<file path="src/rtl/pll_lock_defines.vh">
// Operation
// [RL1] lock status may drop spuriously while running; never assume it stays set
// [RL2] on lock drop set rise and fall flags; mask output when gating active
// [RL3] lock gate bypass stops lock status from gating the output clock
// [RL4] with bypass, false unlocks still reported but output clock keeps running
// [RL5] spurious unlock with gating halts output, resumes alone afterwards
// [RL6] time-out codes 4,5 give 10 ms; codes 6,7 give 11 ms
// [RL7] on-the-fly ratio change applies ratio, sets flag, status bit stays clear
// [RL8] software watches the ratio-load flag, not the status bit
// [RL9] bring-up: bypass, enable, wait clock ready, then select as source
// [RL10] rise flag on lock rise, fall flag on lock fall; sticky until cleared
`ifndef PLL_LOCK_DEFINES_VH
`define PLL_LOCK_DEFINES_VH
`define LT_CODE_10MS_A  3'h4
`define LT_CODE_10MS_B  3'h5
`define LT_CODE_11MS_A  3'h6
`define LT_CODE_11MS_B  3'h7
`define LT_10MS_US      32'h00002710
`define LT_11MS_US      32'h00002AF8
`define LT_DEF_US       32'h00001F40
`define CLK_MHZ         32'h00000032
`define RATIO_RESET     16'h0000
`define READY_DLY_CYC   3'h4
`endif

</file>
<file path="src/rtl/fractional_pll_lock_control.v">
`include "pll_lock_defines.vh"
`default_nettype none
// ----------------------------------------
// lock supervision and output gating
// ----------------------------------------
module fractional_pll_lock_control #(
  parameter integer LT10_CYC  = `LT_10MS_US * `CLK_MHZ,
  parameter integer LT11_CYC  = `LT_11MS_US * `CLK_MHZ,
  parameter integer LTDEF_CYC = `LT_DEF_US * `CLK_MHZ
) (
  // clock, reset, enable
  input  wire        clk,
  input  wire        rst_n,
  input  wire        ce,
  // control bits
  input  wire        pll_enable,
  input  wire        lock_gate_bypass,
  input  wire [2:0]  lock_timeout_sel,
  input  wire [15:0] pll_ratio_in,
  input  wire        pll_ratio_wr,
  // flag clears, one-cycle pulses
  input  wire        clr_lock_rise,
  input  wire        clr_lock_fall,
  input  wire        clr_ratio_load,
  // raw lock detector from the loop (async)
  input  wire        lock_raw,
  input  wire        pll_clk_tick,
  // status
  output reg         lock_status_ff,
  output reg         clock_ready_flag_ff,
  output reg         lock_timeout_ff,
  output reg         ratio_load_status_ff,
  output reg         lock_rise_flag_ff,
  output reg         lock_fall_flag_ff,
  output reg         ratio_load_done_ff,
  output reg  [15:0] pll_ratio_reg_ff,
  // gated output toward the clock generators
  output reg         pll_out_en_ff,
  output reg         pll_clk_out_ff
);
  localparam [2:0] ST_OFF  = 3'b001;
  localparam [2:0] ST_WAIT = 3'b010;
  localparam [2:0] ST_RUN  = 3'b100;

  reg [2:0] state_ff;
  reg [2:0] nxt_state;
  reg       lock_s1_ff;
  reg       lock_s2_ff;
  reg       tick_s1_ff;
  reg       tick_s2_ff;
  reg [2:0] rdy_cnt_ff;
  wire      tmo;
  wire      lock_up;
  wire      lock_dn;
  wire      gate_open;

  // ----------------------------------------
  // synchronisers
  // ----------------------------------------
  // detector is async; two stages before anything looks at it
  always @(posedge clk)
  begin
    if (!rst_n)
    begin
      lock_s1_ff <= 1'b0;
      lock_s2_ff <= 1'b0;
      tick_s1_ff <= 1'b0;
      tick_s2_ff <= 1'b0;
    end
    else if (ce)
    begin
      lock_s1_ff <= lock_raw;
      lock_s2_ff <= lock_s1_ff;
      tick_s1_ff <= pll_clk_tick;
      tick_s2_ff <= tick_s1_ff;
    end
  end

  // edges of lock status; a drop can come any time [RL1]
  assign lock_up = lock_s2_ff & ~lock_status_ff & (state_ff != ST_OFF);
  assign lock_dn = lock_status_ff & ~(lock_s2_ff & (state_ff != ST_OFF)); // [RL1]

  lock_timer #(
    .T10_CYC  (LT10_CYC),
    .T11_CYC  (LT11_CYC),
    .TDEF_CYC (LTDEF_CYC)
  ) u_timer (
    .clk        (clk),
    .rst_n      (rst_n),
    .ce         (ce),
    .run        (state_ff == ST_WAIT),
    .restart    (1'b0),
    .sel        (lock_timeout_sel),
    .expired_ff (tmo)
  );

  // ----------------------------------------
  // enable state machine
  // ----------------------------------------
  always @*
  begin
    nxt_state = state_ff;
    case (state_ff)
      ST_OFF:  if (pll_enable) nxt_state = ST_WAIT;
      ST_WAIT: if (!pll_enable) nxt_state = ST_OFF;
               else if (lock_status_ff || tmo) nxt_state = ST_RUN;
      ST_RUN:  if (!pll_enable) nxt_state = ST_OFF;
      default: nxt_state = ST_OFF;
    endcase
  end

  // gating: bypass ignores lock, otherwise lock required [RL3] [RL4]
  assign gate_open = (state_ff == ST_RUN) && (lock_gate_bypass || lock_s2_ff);

  // ----------------------------------------
  // state and lock status
  // ----------------------------------------
  // status forced low when off, so enabling never shows a stale lock
  // time-out result registered again so every output is a flip-flop
  always @(posedge clk)
  begin
    if (!rst_n)
    begin
      state_ff        <= ST_OFF;
      lock_status_ff  <= 1'b0;
      lock_timeout_ff <= 1'b0;
    end
    else if (ce)
    begin
      state_ff        <= nxt_state;
      lock_status_ff  <= lock_s2_ff & (state_ff != ST_OFF); // false unlocks still shown [RL4]
      lock_timeout_ff <= tmo;
    end
  end

  // ----------------------------------------
  // clock ready
  // ----------------------------------------
  // short settle once running; counter saturates so ready stays up
  // ready drops as soon as the loop leaves run
  always @(posedge clk)
  begin
    if (!rst_n)
    begin
      rdy_cnt_ff          <= 3'h0;
      clock_ready_flag_ff <= 1'b0;
    end
    else if (ce)
    begin
      if (state_ff != ST_RUN)
        rdy_cnt_ff <= 3'h0;
      else if (rdy_cnt_ff != `READY_DLY_CYC)
        rdy_cnt_ff <= rdy_cnt_ff + 3'h1;
      clock_ready_flag_ff <= (state_ff == ST_RUN) && (rdy_cnt_ff == `READY_DLY_CYC);
    end
  end

  // ----------------------------------------
  // lock event flags
  // ----------------------------------------
  // sticky flags, set beats clear so no edge is lost to a late clear [RL10]
  always @(posedge clk)
  begin
    if (!rst_n)
    begin
      lock_rise_flag_ff <= 1'b0;
      lock_fall_flag_ff <= 1'b0;
    end
    else if (ce)
    begin
      if (lock_up || lock_dn)
        lock_rise_flag_ff <= 1'b1; // drop also sets rise [RL2] [RL10]
      else if (clr_lock_rise)
        lock_rise_flag_ff <= 1'b0;
      if (lock_dn)
        lock_fall_flag_ff <= 1'b1; // [RL2] [RL10]
      else if (clr_lock_fall)
        lock_fall_flag_ff <= 1'b0;
    end
  end

  // ----------------------------------------
  // ratio load
  // ----------------------------------------
  // applied at once; while running only the flag reports it [RL7]
  // a write while not running reports through the status bit instead
  always @(posedge clk)
  begin
    if (!rst_n)
    begin
      pll_ratio_reg_ff     <= `RATIO_RESET;
      ratio_load_status_ff <= 1'b0;
      ratio_load_done_ff   <= 1'b0;
    end
    else if (ce)
    begin
      if (pll_ratio_wr)
      begin
        pll_ratio_reg_ff     <= pll_ratio_in; // [RL7]
        ratio_load_status_ff <= (state_ff != ST_RUN);
      end
      if (pll_ratio_wr && state_ff == ST_RUN)
        ratio_load_done_ff <= 1'b1; // [RL7] [RL8]
      else if (clr_ratio_load)
        ratio_load_done_ff <= 1'b0;
    end
  end

  // ----------------------------------------
  // output gating
  // ----------------------------------------
  // output halts during unlock unless bypassed, and resumes unaided [RL2] [RL5]
  // the tick is sampled, so the gated clock is at most half the system clock
  always @(posedge clk)
  begin
    if (!rst_n)
    begin
      pll_out_en_ff  <= 1'b0;
      pll_clk_out_ff <= 1'b0;
    end
    else if (ce)
    begin
      pll_out_en_ff  <= gate_open;
      pll_clk_out_ff <= gate_open & tick_s2_ff; // [RL3] [RL5]
    end
  end
endmodule
`default_nettype wire

</file>
<file path="src/rtl/lock_timer.v">
`include "pll_lock_defines.vh"
`default_nettype none
// ----------------------------------------
// lock time-out counter
// ----------------------------------------
module lock_timer #(
  parameter integer T10_CYC = 500000,
  parameter integer T11_CYC = 550000,
  parameter integer TDEF_CYC = 400000
) (
  // clock and control
  input  wire        clk,
  input  wire        rst_n,
  input  wire        ce,
  input  wire        run,
  input  wire        restart,
  input  wire [2:0]  sel,
  // status
  output reg         expired_ff
);
  reg [23:0] cnt_ff;
  reg [23:0] limit;

  // decode of time-out field
  always @*
  begin
    case (sel)
      `LT_CODE_10MS_A, `LT_CODE_10MS_B: limit = T10_CYC[23:0]; // [RL6]
      `LT_CODE_11MS_A, `LT_CODE_11MS_B: limit = T11_CYC[23:0]; // [RL6]
      default:                          limit = TDEF_CYC[23:0];
    endcase
  end

  // count while waiting for lock; clears on restart
  always @(posedge clk)
  begin
    if (!rst_n)
    begin
      cnt_ff     <= 24'h000000;
      expired_ff <= 1'b0;
    end
    else if (ce)
    begin
      if (!run || restart)
      begin
        cnt_ff     <= 24'h000000;
        expired_ff <= 1'b0;
      end
      else if (cnt_ff >= limit)
        expired_ff <= 1'b1;
      else
        cnt_ff <= cnt_ff + 24'h000001;
    end
  end
endmodule
`default_nettype wire

</file>
<file path="config.mk">
export PLATFORM = sky130hd
export DESIGN_NAME = fractional_pll_lock_control
export DESIGN_NICKNAME = d
export VERILOG_FILES = /design/src/rtl/fractional_pll_lock_control.v /design/src/rtl/lock_timer.v
export VERILOG_INCLUDE_DIRS = /design/src /design/src/rtl
export SDC_FILE = /design/constraint.sdc
export NUM_CORES = 1
export LEC_CHECK = 0
export BUFFER_PORTS_ARGS = -buffer_cell sky130_fd_sc_hd__buf_4
export CAP_MARGIN = 40
export CELL_PAD_IN_SITES_DETAIL_PLACEMENT = 1
export CELL_PAD_IN_SITES_GLOBAL_PLACEMENT = 1
export CORE_AREA = 10 10 97 99
export DETAILED_ROUTE_END_ITERATION = 10
export DIE_AREA = 0 0 107 109
export MAX_ROUTING_LAYER = met4
export PLACE_DENSITY = 0.92
export SKIP_CTS_REPAIR_TIMING = 1
export SLEW_MARGIN = 20
export SYNTH_ARGS = -nofsm -noshare
export SYNTH_HDL_FRONTEND = slang
export SYNTH_SLANG_ARGS = --single-unit
</file>
<file path="constraint.sdc">
create_clock -name clk -period 7.19 [get_ports clk]
set_input_delay 1.438 -clock clk [delete_from_list [all_inputs] [get_ports clk]]
set_output_delay 1.438 -clock clk [all_outputs]
set_load 0.03 [all_outputs]
</file>
==> summary.txt, run 1 <==
Critical path
  – Crit start category: primary input
  – Crit Path Class: primary input to flip-flop
  – Flop-to-flop setup slack: between 4 and 5 ns
  – Worst setup EP type: flip-flop
  – CP Data Arrival Time: 4.17 ns
  – CP Data Required Time: ~7.5 ns
  – Max FO, Critical Path: 12

GRT
  – Grt ovf: 0
  – Initial antenna violation count: 0
  – Global-route wire length before repair: around 16000 um
  – Number of global-route vias before repair: approximately 3300
  – Largest net degree at the start of global routing: 41
  – GRT Total Usage: 17.7%

STA
  – Period utilization: a little over half
  – Final setup skew: about 0.014 ns
  – Max-slew headroom: 48.2%
  – Final hold violation count: 0
  – Final Max Slew Viols: 0
  – Min Hold Slack: 0.456 ns
  – Crit path time final: 3.89 ns
  – RSZ-0062 raised after global routing: no
  – Final TNS setup: 0 ns
  – Least-Margin Pin Slew: between 0.7 and 0.8 ns
  – Setup-failing EPs final: 0
  – Fmax: 257 MHz

Drt
  – Vias: a little over 3000
  – WL per Instance: 18.0 um
  – Remaining routing DRC violations: 0
  – Antenna Nets Post-Route: 0
  – DR vias/cell: 5.71
  – DRT Pass-1 Iters: 4
  – Initial DRC count: 131
  – Total length of routed wires: between 9000 and 10000 um

Clock tree
  – H-tree levels: 3
  – Clock latency on the worst-skew pair: about 0.35 ns
  – CTS max path bufs: 2
  – Num CTS Buffers: 9
  – CTS tree: built
  – Clk slew on worst S/H paths: about 0.080 ns
  – CTS sink count: 60
  – Clock root cell: clkbuf_8

Placed design
  – I/O Buffers: 53
  – Placed wire-length estimate: 6910 um
  – Gpl congestion: 0.840

Die
  – Die width: 107 um
  – # rows: 32
  – Die area: 11700 um^2
  – Initial Utilization: 42.2%
  – Die H: 109 um
  – # IOs: 55
  – Core ar.: between 7000 and 8000 um^2

Synthesis
  – Synth area leaders: dfxtp_1 38%, nand2_1 8.6%, ha_1 7.9%, a21oi_1 5.7%, nand3_1 3.6%
  – Count leader, synth: nand2_1
  – Cells after Synth: 393
  – FFs w/ async S/R, synth: 0%
  – Cell area after synthesis: 3180 um^2
  – Number of flops mapped to enable cells by yosys: 0
  – Netlist cell types: 50
  – Flops & latches, synth: 60
  – Seq/Total Area, Yosys: between 30% and 40%
  – Net count after synthesis: 443
  – Commonest cells post-synth: 73 x nand2_1, 60 x dfxtp_1, 36 x a21oi_1
  – Share of the synthesized area in the top cell type: 37.8%
  – Mean Syn Cell Area: between 8 and 9 um^2
  – Cell taking the most area after synthesis: dfxtp_1
  – Top FF cell, synth: dfxtp_1
  – Yosys warnings: 0

Layout
  – N_diodes: 0
  – Fin nets: 488
  – Fillers: 961
  – Area grow syn2layout: 20.3%
  – Layout cells sized above 1: 17.8%

Pwr
  – Tot Pwr: 727 uW
  – Pint: 528 uW
  – Comb pwr share: around a tenth
  – Sw Ratio: between 20% and 30%
  – Power per cell area: between 150 and 200 nW/um^2
  – Flop pwr share: 47.3%
  – Clock share of power: a little over two fifths
  – Leak: 1.55 nW
  – Psw: between 150 and 200 uW
  – Max IR drop VDD: 0.000105 V

Run status
  – Status: complete, no violations

Run
  – Max Cap Viol: 0

Hold path
  – Path type of the worst min-delay path: flip-flop to flip-flop
## cells in the final DEF (no fill, tap or decap), types with 3 or more instances in the layout
master and count:
ha_1 20, xnor2_1 3, nor2b_1 5, nand3_1 23, nand2b_1 5, mux2i_1 10, nand4_1 12, o21ai_0 11
nor2_1 23, nor3_1 6, nand2_1 73, inv_1 13, a31oi_1 3, buf_4 54, and2_1 3, o211ai_1 6
dfxtp_1 60, or4_1 8, clkbuf_8 9, o21a_1 4, a21oi_1 36, and4_1 3, and3_1 8, nor4_1 3
## logic make-up after synthesis
kind of cell / synth area share, %
xor+xnor: 0.827
buf+inv: 4.37
simple gates: 29.8
compound gates: 16.2
mux: 3.15
flops: 37.8
fa+ha+maj: 7.87
## metrics by stage
step / utilization (%) / setup WS, ns / std cells / instance area, um^2
floorplan: - / 3.77 / 393 / 3180
global placement: 48.2 / 3.09 / 529 / 3630
detailed placement: 48.2 / 2.95 / 529 / 3630
CTS: 50.8 / 3.31 / 545 / 3830
global route: 50.8 / 2.99 / 545 / 3830
finish: 50.8 / 3.30 / 545 / 3830
## area by class of cell
cell class,count,area (um^2),share of cell area [%]
well taps,102,128,3.34
clock inverters,7,76.3,1.99
inverters,14,52.6,1.37
flip-flops and latches,60,1200,31.4
clock buffers,9,124,3.24
repair buffers,54,405,10.6
multi-input cells,299,1840,48.1
## per-layer routing
layer / wire (um) / up-vias / global-route usage, %
met5: 0 / - / -
met4: 185 / 0 / 6.67
met3: 378 / 17 / 3.54
met2: 5230 / 76 / 31.3
met1: 3990 / 1532 / 19.2
li1: - / 1488 / -
## critical path, cell delays in order
cell	delay, ns
buf_4	0.15
nand2_1	0.22
inv_1	0.12
ha_1	0.31
nand4_1	0.16
o211ai_1	0.17
a211oi_4	0.32
nand4_1	0.49
or4_1	0.66
a21oi_1	0.14
## power groups by stage
stage / Clock (mW) / Sequential [mW] / Combinational [mW]
floorplan: 0 / 0.359 / 0.0324
detailed placement: 0 / 0.351 / 0.0704
global placement: 0 / 0.351 / 0.0672
global route: 0.332 / 0.345 / 0.0780
finish: 0.313 / 0.344 / 0.0709
CTS: 0.317 / 0.344 / 0.0717
## path summary, 6_finish.rpt
| check | startpoint | to | cells after the start |
|---|---|---|---|
| hold / removal | pll_ratio_reg_ff[4]$_SDFFE_PN0P_ | pll_ratio_reg_ff[4]$_SDFFE_PN0P_ | 2 |
| hold reg to reg | pll_ratio_reg_ff[4]$_SDFFE_PN0P_ | pll_ratio_reg_ff[4]$_SDFFE_PN0P_ | 2 |
| setup / recovery | lock_timeout_sel[2] | u_timer.cnt_ff[15]$_SDFFE_PN0P_ | 10 |
| setup reg to reg | u_timer.cnt_ff[16]$_SDFFE_PN0P_ | u_timer.cnt_ff[15]$_SDFFE_PN0P_ | 7 |
## state kept, by name, summed over array words and instances (netlist names), 3 cells and up
name              cells
rdy_cnt_ff            3
pll_ratio_reg_ff     16
state_ff              3
u_timer.cnt_ff       24
(Power assumes the default switching activity.)
==> run 2: changes to the inputs <==
CORE_AREA = 10 10 100 102   (was 10 10 97 99)
DIE_AREA = 0 0 110 112   (was 0 0 107 109)
PLACE_DENSITY = 0.88   (was 0.92)
clock period = 3.6 ns   (was 7.19 ns; I/O delays follow)
==> run 2 against run 1 <==
Routed wire length increased by 2.4%; utilization shrank 2.5 points; flip-flop and latch count unchanged; die area increased by 5.6%; largest cell class unchanged.
==> summary.txt, run 2 (synthesis gave the netlist of run 1 again) <==
Run status
  – Status: complete, no violations

STA
  – Final TNS setup: 0 ns (unchanged)
  – Least-Margin Pin Slew: 0.687 ns (-0.0817 ns)
  – RSZ-0062 raised after global routing: no
  – Final Max Slew Viols: 0 (unchanged)
  – Final setup skew: 0.00854 ns (-0.00535 ns)
  – Final hold violation count: 0 (unchanged)
  – Period utilization: 88.0%
  – Crit path time final: between 3 and 4 ns
  – Max-slew headroom: 54.1% (+5.9 points)
  – Final setup margin: 0.430 ns (-2.87 ns)
  – Setup-failing EPs final: 0 (unchanged)
  – Fmax: 315 MHz

Drt
  – Initial DRC count: 108 (-18%)
  – Antenna Nets Post-Route: 0 (unchanged)
  – DR vias/cell: 5.69 (-0.33%)
  – DRT Pass-1 Iters: 4 (unchanged)
  – Vias: 3137 (+0.77%)
  – Total length of routed wires: 10000 um (+2.4%)
  – WL per Instance: 18.2 um (+1.3%)
  – Remaining routing DRC violations: 0 (unchanged)

GRT
  – GRT Total Usage: 17.2% (-0.51 points)
  – Initial antenna violation count: 0 (unchanged)
  – Grt ovf: 0 (unchanged)
  – Largest net degree at the start of global routing: 38 (-7.3%)
  – Global-route wire length before repair: 16700 um (+3.0%)
  – Number of global-route vias before repair: 3385 (+3.6%)

Clock tree
  – Clock root cell: clkbuf_8
  – Clock latency on the worst-skew pair: 0.35 ns (about the same)
  – H-tree levels: 3 (unchanged)
  – CTS max path bufs: 2 (unchanged)
  – Num CTS Buffers: 9 (unchanged)
  – CTS tree: built
  – CTS sink count: 60 (unchanged)
  – Clk slew on worst S/H paths: 0.07 ns (about the same)

Hold path
  – Path type of the worst min-delay path: flip-flop to flip-flop
  – Hold Startpoint: pll_ratio_reg_ff[13]$_SDFFE_PN0P_
  – Worst hold endpoint: pll_ratio_reg_ff[13]$_SDFFE_PN0P_
  – Hold depth: 2 (unchanged)

Pwr
  – Max IR drop VDD: 0.000242 V (+130%)
  – Leak: 1.59 nW (+2.2%)
  – Psw: 388 uW (+94%)
  – Power per cell area: 407 nW/um^2 (+110%)
  – Clock share of power: 47.6% (+4.6 points)
  – Comb pwr share: 9.1% (-0.6 points)
  – Flop pwr share: 43.3% (-4.0 points)
  – Pint: 1.19 mW (+130%)
  – Sw Ratio: 24.5% (-2.9 points)

Critical path
  – CP Data Arrival Time: 3.45 ns (-0.72 ns)
  – Worst path buffer plus inverter count: 2 (unchanged)
  – Worst setup EP type: flip-flop
  – Worst-path cell chain: buf_4, nand2_1, inv_1, ha_1, nand4_1, o211ai_1, a211oi_4, nand4_1, or4_1, a21oi_1
  – Worst r2r dst: u_timer.cnt_ff[15]$_SDFFE_PN0P_
  – Max FO, Critical Path: 10 (-2)
  – Worst Reg-to-Reg Cells: 7 (unchanged)
  – CP peak stage delay: 0.64 ns (-0.02 ns)
  – Slowest CP cell: or4_1
  – Critical Path Most Common Cell: nand4_1
  – Origin of the critical flop-to-flop path: u_timer.cnt_ff[17]$_SDFFE_PN0P_
  – Flop-to-flop setup slack: 0.92 ns (-3.50 ns)
  – CP Data Required Time: 3.88 ns (-3.60 ns)
  – Cell family with most CP delay: simple AND/OR/NAND/NOR gates
  – Crit Path Class: primary input to flip-flop
  – Crit start category: primary input

Placed design
  – Area after DPL: 3650 um^2 (+0.72%)
  – I/O Buffers: 53 (unchanged)
  – Pre-CTS setup slack: 0.194 ns (-2.76 ns)
  – Placed wire-length estimate: 7140 um (+3.3%)
  – Gpl congestion: 0.828 (-1.5%)

Die
  – Die H: 112 um (+2.8%)
  – Die area: 12300 um^2 (+5.6%)
  – Initial Utilization: 39.5% (-2.8 points)
  – # IOs: 55 (unchanged)
  – Die width: 110 um (+2.8%)
  – Core ar.: 8050 um^2 (+7.0%)
  – # rows: 33 (+3.1%)

Layout
  – Fillers: 982 (+2.2%)
  – Final instance area: 3890 um^2 (+1.7%)
  – Most common cell after layout, fill and taps aside: nand2_1
  – N_diodes: 0 (unchanged)
  – Max reg flops: 24 (unchanged)
  – Commonest cells after routing, fill and taps aside: 73 x nand2_1, 60 x dfxtp_1, 57 x buf_4
  – Reg with most FFs: u_timer.cnt_ff
  – Largest regs: u_timer.cnt_ff (24), pll_ratio_reg_ff (16)
  – Fin nets: 491 (+0.61%)
  – Layout cells sized above 1: 18.2% (+0.33 points)
  – Area grow syn2layout: 22.4%

Run
  – Max Cap Viol: 0 (unchanged)
-- run 2: changes by cell type in the layout (fill, tap and decap cells not counted) --
cell	previous run	this run
buf_4	54	57
bufinv_16	1	3
clkbuf_1	0	1
clkinv_4	2	0
clkinvlp_4	2	1
-- run 2: power groups by stage --
stage	clock network (mW)	logic (mW)	registers, mW
final	0.753	0.143	0.686
after global routing	0.802	0.158	0.688
after CTS	0.765	0.145	0.686
after detailed placement	0	0.143	0.701
after global placement	0	0.136	0.700
after floorplan	0	0.0648	0.717
-- run 2: worst max-delay path by stage --
stage | slack (ns) | end | cells after the start | start
floorplan | 0.90 | u_timer.cnt_ff[2]$_SDFFE_PN0P_ | 10 | lock_timeout_sel[2]
global placement | 0.34 | u_timer.cnt_ff[2]$_SDFFE_PN0P_ | 10 | lock_timeout_sel[2]
detailed placement | 0.19 | u_timer.cnt_ff[15]$_SDFFE_PN0P_ | 10 | lock_timeout_sel[2]
CTS | 0.46 | u_timer.cnt_ff[15]$_SDFFE_PN0P_ | 10 | lock_timeout_sel[2]
global route | 0.29 | u_timer.cnt_ff[15]$_SDFFE_PN0P_ | 10 | lock_timeout_sel[2]
finish | 0.43 | u_timer.cnt_ff[15]$_SDFFE_PN0P_ | 10 | lock_timeout_sel[2]
-- run 2: layer usage --
metal	up-vias	global-route usage, %	routed length [um]
li1	1498	-	-
met1	1527	18.8	4110
met2	85	28.8	5220
met3	27	3.46	418
met4	0	8.16	269
met5	-	-	0
-- run 2: stage by stage --
stage | std cells | total power [mW] | hold WS (ns) | util (%)
after global routing | 551 | 1.65 | 0.494 | 48.3
after CTS | 551 | 1.60 | 0.462 | 48.3
final | 551 | 1.58 | 0.461 | 48.3
after floorplan | 393 | 0.781 | 0.445 | -
after detailed placement | 535 | 0.844 | 0.451 | 45.4
after global placement | 535 | 0.836 | 0.443 | 45.4
-- run 2: worst reg2reg max path: cells and delay by family (launching register included) --
| family | cells | cell delay (ns) |
|---|---|---|
| AOI/OAI and AO/OA | 3 | 0.66 |
| DFF | 1 | 0.43 |
| and+or+nand+nor | 3 | 1.24 |
| adders and majority gates | 1 | 0.28 |
-- run 2: area by class of cell --
| cell class | instances | area (um^2) | area share, % |
|---|---|---|---|
| sequential | 60 | 1200 | 30.9 |
| clock inverter | 6 | 111 | 2.86 |
| timing repair buffer | 57 | 428 | 11.0 |
| tap | 105 | 131 | 3.38 |
| inverter | 14 | 52.6 | 1.35 |
| multi-input combinational | 299 | 1840 | 47.3 |
| clock buffer | 10 | 128 | 3.28 |
